## src/hdl/abf_pkg.sv

```systemverilog
// package: register map, reset values, rate tables and shared helpers of the bit/frame clock block
package abf_pkg;

	// ********************************************************
	// clock
	// ********************************************************
	localparam int unsigned CLK_HZ = 100_000_000;
	localparam int          PHASE_W = 32;

	// ********************************************************
	// register indices (byte address = index * 4)
	// ********************************************************
	localparam logic [11:0] ABF_IDX_IF2_BIT_CLOCK_RATE = 12'h540;
	localparam logic [11:0] ABF_IDX_IF2_FRAME_DIVIDER  = 12'h546;
	localparam logic [11:0] ABF_IDX_IF2_CHANNEL_ENABLE = 12'h548;
	localparam logic [11:0] ABF_IDX_IF2_RATE_SELECT    = 12'h549;
	localparam logic [11:0] ABF_IDX_IF3_BIT_CLOCK_RATE = 12'h580;
	localparam logic [11:0] ABF_IDX_IF3_FRAME_DIVIDER  = 12'h586;
	localparam logic [11:0] ABF_IDX_IF3_CHANNEL_ENABLE = 12'h588;
	localparam logic [11:0] ABF_IDX_IF3_RATE_SELECT    = 12'h589;
	localparam logic [11:0] ABF_IDX_SYS_SAMPLE_RATES   = 12'h5c0;
	localparam logic [11:0] ABF_IDX_ASYNC_SAMPLE_RATES = 12'h5c1;
	localparam logic [11:0] ABF_IDX_STATUS             = 12'h5c2;

	// ********************************************************
	// reset values and field layout
	// ********************************************************
	localparam logic [4:0]  ABF_RATE_CODE_RESET  = 5'h0c;
	localparam logic [12:0] ABF_FRAME_DIV_RESET  = 13'h0040;
	localparam logic [4:0]  ABF_CODE_MIN_VALID   = 5'h02;
	localparam logic [4:0]  ABF_CODE_MAX_VALID   = 5'h12;
	localparam logic [4:0]  ABF_CODE_12M288      = 5'h11;
	localparam logic [3:0]  ABF_SEL_ASYNC_BASE   = 4'h8;
	localparam logic [1:0]  ABF_FAMILY_441_PREFIX = 2'h1;
	localparam int          ABF_RATE_FIELD_W     = 5;
	localparam int          ABF_RATE1_LSB        = 0;
	localparam int          ABF_RATE2_LSB        = 5;
	localparam int          ABF_RATE3_LSB        = 10;

	// ********************************************************
	// bit clock ladders in Hz, index = code - 2
	// ********************************************************
	localparam int unsigned ABF_FREQ_48K [0:16] = '{
		64_000, 96_000, 128_000, 192_000, 256_000, 384_000, 512_000, 768_000,
		1_024_000, 1_536_000, 2_048_000, 3_072_000, 4_096_000, 6_144_000,
		8_192_000, 12_288_000, 24_576_000};
	localparam int unsigned ABF_FREQ_441 [0:16] = '{
		58_800, 88_200, 117_600, 176_400, 235_200, 352_800, 470_400, 705_600,
		940_800, 1_411_200, 1_881_600, 2_882_400, 3_763_200, 5_644_800,
		7_526_400, 11_289_600, 22_579_200};

	typedef enum logic [1:0] {
		ABF_BUS_IDLE   = 2'b01,
		ABF_BUS_ANSWER = 2'b10
	} abf_bus_state_t;

	// accumulator step that overflows twice per bit clock period
	function automatic logic [PHASE_W-1:0] abf_hz_to_step(input int unsigned hz);
		logic [63:0] num;
		num = 64'(hz) << 33;
		return PHASE_W'(num / 64'(CLK_HZ));
	endfunction

	function automatic logic [PHASE_W-1:0] abf_phase_step(input logic [4:0] code,
		input logic fam_441);
		logic [4:0] idx;
		idx = 5'(code - ABF_CODE_MIN_VALID);
		if (code < ABF_CODE_MIN_VALID || code > ABF_CODE_MAX_VALID) begin
			return '0;
		end
		return fam_441 ? abf_hz_to_step(ABF_FREQ_441[idx]) : abf_hz_to_step(ABF_FREQ_48K[idx]);
	endfunction

endpackage

```

## src/hdl/abf_clock_gen.sv

```systemverilog
// module: one interface's bit clock and frame clock generator
`timescale 1ns/1ns
module abf_clock_gen (
	input  wire logic        clk,
	input  wire logic        nrst,
	input  wire logic [4:0]  rate_code,
	input  wire logic        family_441,
	input  wire logic [12:0] cycles_per_frame,
	output logic             bit_clock,
	output logic             frame_clock
);
	import abf_pkg::*;

	logic [PHASE_W-1:0] step;
	logic [PHASE_W-1:0] phase;
	logic [12:0]        frame_count;
	logic [PHASE_W-1:0] next_step;
	logic [PHASE_W-1:0] next_phase;
	logic               next_bit_clock;
	logic [12:0]        next_frame_count;
	logic               next_frame_clock;
	logic               quiet;

	assign quiet = (step == '0);

	// ********************************************************
	// accumulator and frame counter
	// ********************************************************
	// fractional divider: edges jitter by one clk, average rate exact to the step
	always_comb begin
		logic [PHASE_W:0] sum;
		sum = {1'b0, phase} + {1'b0, step};
		next_step = abf_phase_step(rate_code, family_441);
		next_phase = sum[PHASE_W-1:0];
		next_bit_clock = bit_clock;
		next_frame_count = frame_count;
		next_frame_clock = frame_clock;
		if (quiet) begin
			// reserved code: both clocks parked low
			next_phase = '0;
			next_bit_clock = 1'b0;
			next_frame_count = '0;
			next_frame_clock = 1'b0;
		end else if (sum[PHASE_W]) begin
			next_bit_clock = ~bit_clock;
			if (bit_clock) begin
				// frame advances on falling bit clock edges
				if (cycles_per_frame == '0) begin
					next_frame_count = '0;
					next_frame_clock = 1'b0;
				end else begin
					if (frame_count >= cycles_per_frame - 13'h0001) begin
						next_frame_count = '0;
					end else begin
						next_frame_count = frame_count + 13'h0001;
					end
					next_frame_clock = (next_frame_count < (cycles_per_frame >> 1));
				end
			end
		end
	end

	always_ff @(posedge clk) begin
		if (!nrst) begin
			step <= '0;
			phase <= '0;
			bit_clock <= 1'b0;
			frame_count <= '0;
			frame_clock <= 1'b0;
		end else begin
			step <= next_step;
			phase <= next_phase;
			bit_clock <= next_bit_clock;
			frame_count <= next_frame_count;
			frame_clock <= next_frame_clock;
		end
	end
endmodule // abf_clock_gen

```

## src/hdl/abf_clock_ctrl.sv

```systemverilog
// module: APB register file and clock generators for the second and third audio interfaces
`timescale 1ns/1ns
// Behaviour
// - five-bit rate code picks a bit clock from 64 kHz up to 24.576 MHz.
// - 44.1 kHz family swaps each code for its lower alternative frequency.
// - selector below 1000 uses system domain; family from chosen system rate field.
// - selector 1000 or above uses async domain; family from async rate field.
// - rate code writes are ignored while any channel of that interface is on.
// - frame clock equals bit clock divided by thirteen-bit cycles-per-frame count.
// - reset gives rate code 01100 and cycles-per-frame 0040h.
// - third interface has its own independent rate code and frame divider.
module abf_clock_ctrl (
	input  wire logic        clk,
	input  wire logic        nrst,
	input  wire logic        psel,
	input  wire logic        penable,
	input  wire logic        pwrite,
	input  wire logic [15:0] paddr,
	input  wire logic [31:0] pwdata,
	input  wire logic [3:0]  pstrb,
	output logic [31:0]      prdata,
	output logic             pready,
	output logic             pslverr,
	output logic             if2_bit_clock,
	output logic             if2_frame_clock,
	output logic             if3_bit_clock,
	output logic             if3_frame_clock
);
	import abf_pkg::*;

	abf_bus_state_t state;
	abf_bus_state_t next_state;
	logic [31:0]    next_prdata;
	logic           next_pready;
	logic           next_pslverr;
	logic [4:0]     if2_bitclk_rate_code;
	logic [12:0]    if2_cycles_per_frame;
	logic [7:0]     if2_channel_enable;
	logic [3:0]     if2_rate_selector;
	logic [4:0]     if3_bitclk_rate_code;
	logic [12:0]    if3_cycles_per_frame;
	logic [7:0]     if3_channel_enable;
	logic [3:0]     if3_rate_selector;
	logic [14:0]    sys_sample_rates;
	logic [9:0]     async_sample_rates;
	logic           if2_family_441;
	logic           if3_family_441;
	logic [4:0]     next_if2_bitclk_rate_code;
	logic [12:0]    next_if2_cycles_per_frame;
	logic [7:0]     next_if2_channel_enable;
	logic [3:0]     next_if2_rate_selector;
	logic [4:0]     next_if3_bitclk_rate_code;
	logic [12:0]    next_if3_cycles_per_frame;
	logic [7:0]     next_if3_channel_enable;
	logic [3:0]     next_if3_rate_selector;
	logic [14:0]    next_sys_sample_rates;
	logic [9:0]     next_async_sample_rates;
	logic           next_if2_family_441;
	logic           next_if3_family_441;
	logic           if2_locked;
	logic           if3_locked;
	logic           rd_hit;
	logic [31:0]    rd_value;
	logic           commit;
	logic [15:0]    wr_word;

	// ********************************************************
	// helpers
	// ********************************************************
	function automatic logic [15:0] merge16(input logic [15:0] old, input logic [31:0] wd,
		input logic [3:0] strb);
		logic [15:0] res;
		res = old;
		if (strb[0]) begin
			res[7:0] = wd[7:0];
		end
		if (strb[1]) begin
			res[15:8] = wd[15:8];
		end
		return res;
	endfunction

	// selector 0..2 picks system field 1..3, 8..9 picks async field 1..2
	function automatic logic pick_family(input logic [3:0] sel, input logic [14:0] sys,
		input logic [9:0] asy);
		logic [4:0] field;
		field = sys[ABF_RATE1_LSB +: ABF_RATE_FIELD_W];
		if (sel < ABF_SEL_ASYNC_BASE) begin
			if (sel == 4'h1) begin
				field = sys[ABF_RATE2_LSB +: ABF_RATE_FIELD_W];
			end else if (sel == 4'h2) begin
				field = sys[ABF_RATE3_LSB +: ABF_RATE_FIELD_W];
			end
		end else begin
			field = asy[ABF_RATE1_LSB +: ABF_RATE_FIELD_W];
			if (sel == 4'h9) begin
				field = asy[ABF_RATE2_LSB +: ABF_RATE_FIELD_W];
			end
		end
		return field[4:3] == ABF_FAMILY_441_PREFIX;
	endfunction

	assign if2_locked = (if2_channel_enable != 8'h00);
	assign if3_locked = (if3_channel_enable != 8'h00);

	// ********************************************************
	// read decode
	// ********************************************************
	always_comb begin
		rd_hit = 1'b1;
		rd_value = 32'h0000_0000;
		if (paddr[15:14] != 2'h0 || paddr[1:0] != 2'h0) begin
			rd_hit = 1'b0;
		end else begin
			case (paddr[13:2])
				ABF_IDX_IF2_BIT_CLOCK_RATE: rd_value = {27'h0, if2_bitclk_rate_code};
				ABF_IDX_IF2_FRAME_DIVIDER:  rd_value = {19'h0, if2_cycles_per_frame};
				ABF_IDX_IF2_CHANNEL_ENABLE: rd_value = {24'h0, if2_channel_enable};
				ABF_IDX_IF2_RATE_SELECT:    rd_value = {28'h0, if2_rate_selector};
				ABF_IDX_IF3_BIT_CLOCK_RATE: rd_value = {27'h0, if3_bitclk_rate_code};
				ABF_IDX_IF3_FRAME_DIVIDER:  rd_value = {19'h0, if3_cycles_per_frame};
				ABF_IDX_IF3_CHANNEL_ENABLE: rd_value = {24'h0, if3_channel_enable};
				ABF_IDX_IF3_RATE_SELECT:    rd_value = {28'h0, if3_rate_selector};
				ABF_IDX_SYS_SAMPLE_RATES:   rd_value = {17'h0, sys_sample_rates};
				ABF_IDX_ASYNC_SAMPLE_RATES: rd_value = {22'h0, async_sample_rates};
				ABF_IDX_STATUS: begin
					rd_value = {28'h0, if3_family_441, if2_family_441, if3_locked, if2_locked};
				end
				default: rd_hit = 1'b0;
			endcase
		end
	end

	// ********************************************************
	// bus slave and register writes
	// ********************************************************
	// one wait-free access phase; prdata captured in the setup cycle
	always_comb begin
		next_state = state;
		next_prdata = prdata;
		next_pready = 1'b0;
		next_pslverr = 1'b0;
		commit = 1'b0;
		wr_word = 16'h0000;
		next_if2_bitclk_rate_code = if2_bitclk_rate_code;
		next_if2_cycles_per_frame = if2_cycles_per_frame;
		next_if2_channel_enable = if2_channel_enable;
		next_if2_rate_selector = if2_rate_selector;
		next_if3_bitclk_rate_code = if3_bitclk_rate_code;
		next_if3_cycles_per_frame = if3_cycles_per_frame;
		next_if3_channel_enable = if3_channel_enable;
		next_if3_rate_selector = if3_rate_selector;
		next_sys_sample_rates = sys_sample_rates;
		next_async_sample_rates = async_sample_rates;
		next_if2_family_441 = pick_family(if2_rate_selector, sys_sample_rates, async_sample_rates);
		next_if3_family_441 = pick_family(if3_rate_selector, sys_sample_rates, async_sample_rates);
		case (state)
			ABF_BUS_IDLE: begin
				if (psel && !penable) begin
					next_state = ABF_BUS_ANSWER;
					next_pready = 1'b1;
					next_pslverr = !rd_hit;
					next_prdata = (pwrite || !rd_hit) ? 32'h0000_0000 : rd_value;
				end
			end
			ABF_BUS_ANSWER: begin
				next_state = ABF_BUS_IDLE;
				commit = psel && penable && pwrite && rd_hit;
			end
			default: next_state = ABF_BUS_IDLE;
		endcase
		if (commit) begin
			case (paddr[13:2])
				ABF_IDX_IF2_BIT_CLOCK_RATE: begin
					wr_word = merge16({11'h0, if2_bitclk_rate_code}, pwdata, pstrb);
					if (!if2_locked) begin
						next_if2_bitclk_rate_code = wr_word[4:0];
					end
				end
				ABF_IDX_IF2_FRAME_DIVIDER: begin
					wr_word = merge16({3'h0, if2_cycles_per_frame}, pwdata, pstrb);
					next_if2_cycles_per_frame = wr_word[12:0];
				end
				ABF_IDX_IF2_CHANNEL_ENABLE: begin
					wr_word = merge16({8'h0, if2_channel_enable}, pwdata, pstrb);
					next_if2_channel_enable = wr_word[7:0];
				end
				ABF_IDX_IF2_RATE_SELECT: begin
					wr_word = merge16({12'h0, if2_rate_selector}, pwdata, pstrb);
					next_if2_rate_selector = wr_word[3:0];
				end
				ABF_IDX_IF3_BIT_CLOCK_RATE: begin
					wr_word = merge16({11'h0, if3_bitclk_rate_code}, pwdata, pstrb);
					if (!if3_locked) begin
						next_if3_bitclk_rate_code = wr_word[4:0];
					end
				end
				ABF_IDX_IF3_FRAME_DIVIDER: begin
					wr_word = merge16({3'h0, if3_cycles_per_frame}, pwdata, pstrb);
					next_if3_cycles_per_frame = wr_word[12:0];
				end
				ABF_IDX_IF3_CHANNEL_ENABLE: begin
					wr_word = merge16({8'h0, if3_channel_enable}, pwdata, pstrb);
					next_if3_channel_enable = wr_word[7:0];
				end
				ABF_IDX_IF3_RATE_SELECT: begin
					wr_word = merge16({12'h0, if3_rate_selector}, pwdata, pstrb);
					next_if3_rate_selector = wr_word[3:0];
				end
				ABF_IDX_SYS_SAMPLE_RATES: begin
					wr_word = merge16({1'b0, sys_sample_rates}, pwdata, pstrb);
					next_sys_sample_rates = wr_word[14:0];
				end
				ABF_IDX_ASYNC_SAMPLE_RATES: begin
					wr_word = merge16({6'h0, async_sample_rates}, pwdata, pstrb);
					next_async_sample_rates = wr_word[9:0];
				end
				default: wr_word = 16'h0000; // status is read-only
			endcase
		end
	end

	always_ff @(posedge clk) begin
		if (!nrst) begin
			state <= ABF_BUS_IDLE;
			prdata <= 32'h0000_0000;
			pready <= 1'b0;
			pslverr <= 1'b0;
			if2_bitclk_rate_code <= ABF_RATE_CODE_RESET;
			if2_cycles_per_frame <= ABF_FRAME_DIV_RESET;
			if2_channel_enable <= 8'h00;
			if2_rate_selector <= 4'h0;
			if3_bitclk_rate_code <= ABF_RATE_CODE_RESET;
			if3_cycles_per_frame <= ABF_FRAME_DIV_RESET;
			if3_channel_enable <= 8'h00;
			if3_rate_selector <= 4'h0;
			sys_sample_rates <= 15'h0000;
			async_sample_rates <= 10'h000;
			if2_family_441 <= 1'b0;
			if3_family_441 <= 1'b0;
		end else begin
			state <= next_state;
			prdata <= next_prdata;
			pready <= next_pready;
			pslverr <= next_pslverr;
			if2_bitclk_rate_code <= next_if2_bitclk_rate_code;
			if2_cycles_per_frame <= next_if2_cycles_per_frame;
			if2_channel_enable <= next_if2_channel_enable;
			if2_rate_selector <= next_if2_rate_selector;
			if3_bitclk_rate_code <= next_if3_bitclk_rate_code;
			if3_cycles_per_frame <= next_if3_cycles_per_frame;
			if3_channel_enable <= next_if3_channel_enable;
			if3_rate_selector <= next_if3_rate_selector;
			sys_sample_rates <= next_sys_sample_rates;
			async_sample_rates <= next_async_sample_rates;
			if2_family_441 <= next_if2_family_441;
			if3_family_441 <= next_if3_family_441;
		end
	end

	// ********************************************************
	// generators, one per interface
	// ********************************************************
	abf_clock_gen u_if2_gen (
		.clk              (clk),
		.nrst             (nrst),
		.rate_code        (if2_bitclk_rate_code),
		.family_441       (if2_family_441),
		.cycles_per_frame (if2_cycles_per_frame),
		.bit_clock        (if2_bit_clock),
		.frame_clock      (if2_frame_clock)
	);

	// separate instance, so locking and timing never couple the two
	abf_clock_gen u_if3_gen (
		.clk              (clk),
		.nrst             (nrst),
		.rate_code        (if3_bitclk_rate_code),
		.family_441       (if3_family_441),
		.cycles_per_frame (if3_cycles_per_frame),
		.bit_clock        (if3_bit_clock),
		.frame_clock      (if3_frame_clock)
	);
endmodule // abf_clock_ctrl

```

## config.mk

```make
export PLATFORM = sky130hd
export DESIGN_NAME = abf_clock_ctrl
export DESIGN_NICKNAME = d
export VERILOG_FILES = /design/src/hdl/abf_pkg.sv /design/src/hdl/abf_clock_gen.sv /design/src/hdl/abf_clock_ctrl.sv
export SDC_FILE = /design/constraint.sdc
export NUM_CORES = 2
export LEC_CHECK = 0
export BUFFER_PORTS_ARGS = -buffer_cell sky130_fd_sc_hd__buf_2
export CELL_PAD_IN_SITES_DETAIL_PLACEMENT = 1
export CELL_PAD_IN_SITES_GLOBAL_PLACEMENT = 2
export CORE_ASPECT_RATIO = 2
export CORE_MARGIN = 5
export CORE_UTILIZATION = 40
export CTS_CLUSTER_SIZE = 12
export DETAILED_ROUTE_END_ITERATION = 10
export PLACE_DENSITY_LB_ADDON = 0.25
export SLEW_MARGIN = 20
export SYNTH_ARGS = -nofsm -noshare
export SYNTH_HDL_FRONTEND = slang
export SYNTH_SLANG_ARGS = --single-unit
```

## constraint.sdc

```tcl
create_clock -name clk -period 94.5 [get_ports clk]
set_input_delay 0 -clock clk [delete_from_list [all_inputs] [get_ports clk]]
set_output_delay 0 -clock clk [all_outputs]
set_load 0.02 [all_outputs]
```

==> qor.json <==
{
  "result_of_the_run": "complete, no violations",
  "placement.io_buffers": 58,
  "cts_tree": "built",
  "timing.reg2reg.setup_slack_ps": 11430,
  "crit_path_max_fanout": 46,
  "yosys-top-cells-count": "sky130_fd_sc_hd__nor2_1 (1,414), sky130_fd_sc_hd__nand2_1 (1,147), sky130_fd_sc_hd__xnor2_1 (963), sky130_fd_sc_hd__a21oi_1 (823), sky130_fd_sc_hd__nand3_1 (553)",
  "final_antenna_net_count": 0,
  "numPlacedInstances": 17400,
  "worst_min_delay_path_startpoint": "paddr[7]",
  "fin_tns_setup_ps": 0,
  "maximum_number_of_pins_on_one_net_before_global_route_repair": 63,
  "routabilityCongestion": 0.997,
  "via_per_inst": 6.89,
  "cts_setup_buffers": 0,
  "die_y_um": 732,
  "dominantRegCellSynth": "sky130_fd_sc_hd__dfxtp_1",
  "synthesis.area_per_instance_um2": 7.28,
  "critical_path.endpoint_type": "flop",
  "post_route_cells_drive_above_1_share": 0.151,
  "ctsHtreeMaxLevel": 1,
  "area_delta_synth_final_pct": 2.00,
  "grt_util_all_layers": 0.350,
  "cp_data_arrival_time_ps": 83440,
  "initial_core_util": 0.401,
  "synth_cell_type_count": 234,
  "place_hpwl_um": 416000,
  "globalRoute.totalOverflow": 0,
  "standard_cell_rows": 265,
  "drc": 0,
  "route.final.wire_length_um": 501000,
  "synth-simple-area-share": 0.324,
  "initial_antenna_violation_count": 10,
  "post_synth_mux_area_share": 0.0517,
  "fin_nets": 14200,
  "worst_r2r_endpoint": "u_if2_gen.step[0]",
  "netlist_top_cells_area": "sky130_fd_sc_hd__xnor2_1 (8.1%), sky130_fd_sc_hd__nor2_1 (5.1%), sky130_fd_sc_hd__dfxtp_1 (5.1%)",
  "synth_top_family_by_area": "compound AO/OA/AOI/OAI gates",
  "timing.fmax_ghz": 0.0120,
  "clock_buffer_depth": 3,
  "synthMostInstantiatedCell": "sky130_fd_sc_hd__nor2_1",
  "synth_xor_area_frac": 0.118,
  "synth.cell_area_um2": 104000,
  "clkSlewWorstSetupHoldPaths_ps": 60,
  "routed_wl_per_cell_um": 28.7,
  "cts-buffers-inserted": 31,
  "fp.dieArea_um2": 272000,
  "detailedRoute.firstIterationViolations": 5758,
  "detail_route_met3_wl_um": 15900,
  "setup-violations-final": 0,
  "rr_startpoint": "if2_bitclk_rate_code[2]",
  "netlist_instances": 14300,
  "ys_seq_area_frac": 0.0507,
  "firstDrtPassIters": 6,
  "worstHoldPathType": "in2reg",
  "first_global_vias": 129000,
  "required_worst_endpoint_ps": 94870,
  "synth_async_sr_flop_share": 0,
  "cts-root-buf": "sky130_fd_sc_hd__clkbuf_16",
  "max-cap-violations": 0,
  "grt_setup_unrepaired": "false",
  "worst_path_max_delay_cell": "sky130_fd_sc_hd__a2111oi_0",
  "multiInputGateArea_um2": 91400,
  "grt_pass1_wl_um": 758000,
  "tritoncts_num_sinks": 264,
  "synth_compound_area_frac": 0.356,
  "via_count": 120000,
  "whs_path_depth": 6,
  "final_non_filler_cells": 17500,
  "critical_path.startpoint": "if2_bitclk_rate_code[2]",
  "rr_worst_depth": 259,
  "met2WireLength_um": 271000,
  "post-route-period-util": 0.879,
  "finClkSkew_ps": 58.0,
  "synth_enable_flop_cells": 0,
  "worst_hold_path.endpoint": "if3_channel_enable[5]",
  "met1_length_um": 148000,
  "yosysTopAreaCellShare": 0.0809,
  "crit_path_max_incr_delay_ps": 850,
  "final.fill_count": 33100,
  "worstSetupPathType": "reg2reg",
  "worst-slew-pin-transition_ps": 1260,
  "synth-adder-area-share": 0.0240,
  "clock_insertion_delay_worst_skew_ps": 710,
  "synthesis.yosys.warnings": 0,
  "dr.max_layer_used": "met5",
  "hold_violations": 0,
  "synth_top_cell_by_area": "sky130_fd_sc_hd__xnor2_1",
  "report.final.slew_viol_count": 0,
  "yosys_register_bits": 264,
  "dieWidth_um": 371,
  "startpoint_types": "flop",
  "number_of_ports_placed_on_the_die_boundary": 95,
  "layout_min_cycle_time_ps": 83070,
  "placeable_area_um2": 260000,
  "area.sequential_um2": 5290,
  "timing.slew.headroom": 0.138
}
==> layout make-up <==
type | count | share of cell area
multi-input combinational | 12900 | 0.859
clock inverter | 9 | 0.00118
antenna | 6 | 0.000141
timing repair buffer | 370 | 0.0255
sequential | 264 | 0.0497
inverter | 403 | 0.0150
tap | 3471 | 0.0408
clock buffer | 43 | 0.00828
==> flip-flops by register name (all words and copies together), names as in the netlist, 5 cells and up <==
| name | cells |
|---|---|
| if2_channel_enable | 8 |
| if3_bitclk_rate_code | 5 |
| u_if2_gen.frame_count | 13 |
| prdata | 15 |
| u_if2_gen.phase | 32 |
| u_if3_gen.step | 32 |
| if3_cycles_per_frame | 13 |
| if2_cycles_per_frame | 13 |
| if3_channel_enable | 8 |
| u_if3_gen.phase | 32 |
| if2_bitclk_rate_code | 5 |
| u_if2_gen.step | 32 |
| u_if3_gen.frame_count | 13 |
| async_sample_rates | 10 |
| sys_sample_rates | 15 |
==> worst max path at each step <==
stage | endpoint
floorplan | u_if2_gen.step[0]
global placement | u_if2_gen.step[0]
detailed placement | u_if2_gen.step[0]
CTS | u_if2_gen.step[0]
global route | u_if2_gen.step[0]
finish | u_if2_gen.step[0]
==> logic make-up (layout without fill, tap and decap cells) <==
| logic type | count (synthesis) | count (layout) |
|---|---|---|
| AOI/OAI and AO/OA | 4727 | 4727 |
| xor gates and xnor gates | 1350 | 1350 |
| adders and majority gates | 199 | 199 |
| buffers and inverters | 1166 | 825 |
| DFF | 264 | 264 |
| muxes | 500 | 500 |
| other | 1 | 25 |
| and+or+nand+nor | 6115 | 6115 |
==> stage by stage <==
stage,utilization,hold slack (ps),setup WS (ps),cell area [um2]
floorplan,-,136,28350,104000
global placement,0.404,249,14250,105000
detailed placement,0.404,267,12800,105000
CTS,0.409,29.3,12550,106000
global route,0.409,96.9,7680,106000
finish,0.409,74.4,11430,106000
==> what timing repair did <==
| action | in CTS | in global routing |
|---|---|---|
| endpoints found under the hold margin | 86 | 0 |
| resized for setup | 0 | 0 |
| hold buffers | 21 | 0 |
==> metal layers <==
layer,vias up,GRT usage
li1,54700,-
met1,59000,0.268
met2,3916,0.691
met3,2699,0.0472
met4,14,0.382
met5,-,0
==> worst max-delay path: cells and delay by family, from the launching register on <==
| kind | cells | cell delay, ps |
|---|---|---|
| adders and majority gates | 25 | 11640 |
| and+or+nand+nor | 69 | 17880 |
| muxes | 13 | 2930 |
| xor gates and xnor gates | 2 | 390 |
| DFF | 1 | 530 |
| buffers and inverters | 55 | 14980 |
| AOI/OAI and AO/OA | 95 | 33870 |
==> layout by cell type, fill, tap and decap left out, types with 331 or more instances in the layout <==
master / n
sky130_fd_sc_hd__a21oi_1: 822
sky130_fd_sc_hd__nor3_1: 539
sky130_fd_sc_hd__xnor2_1: 960
sky130_fd_sc_hd__inv_1: 339
sky130_fd_sc_hd__nand2_1: 1147
sky130_fd_sc_hd__nor2_1: 1412
sky130_fd_sc_hd__mux2i_1: 342
sky130_fd_sc_hd__o21ai_0: 494
sky130_fd_sc_hd__nand3_1: 553
sky130_fd_sc_hd__xor2_1: 331
Power is left out: the tool's default activity adds up to more than one toggle a clock period on the data nets, which glitch-free logic cannot reach.
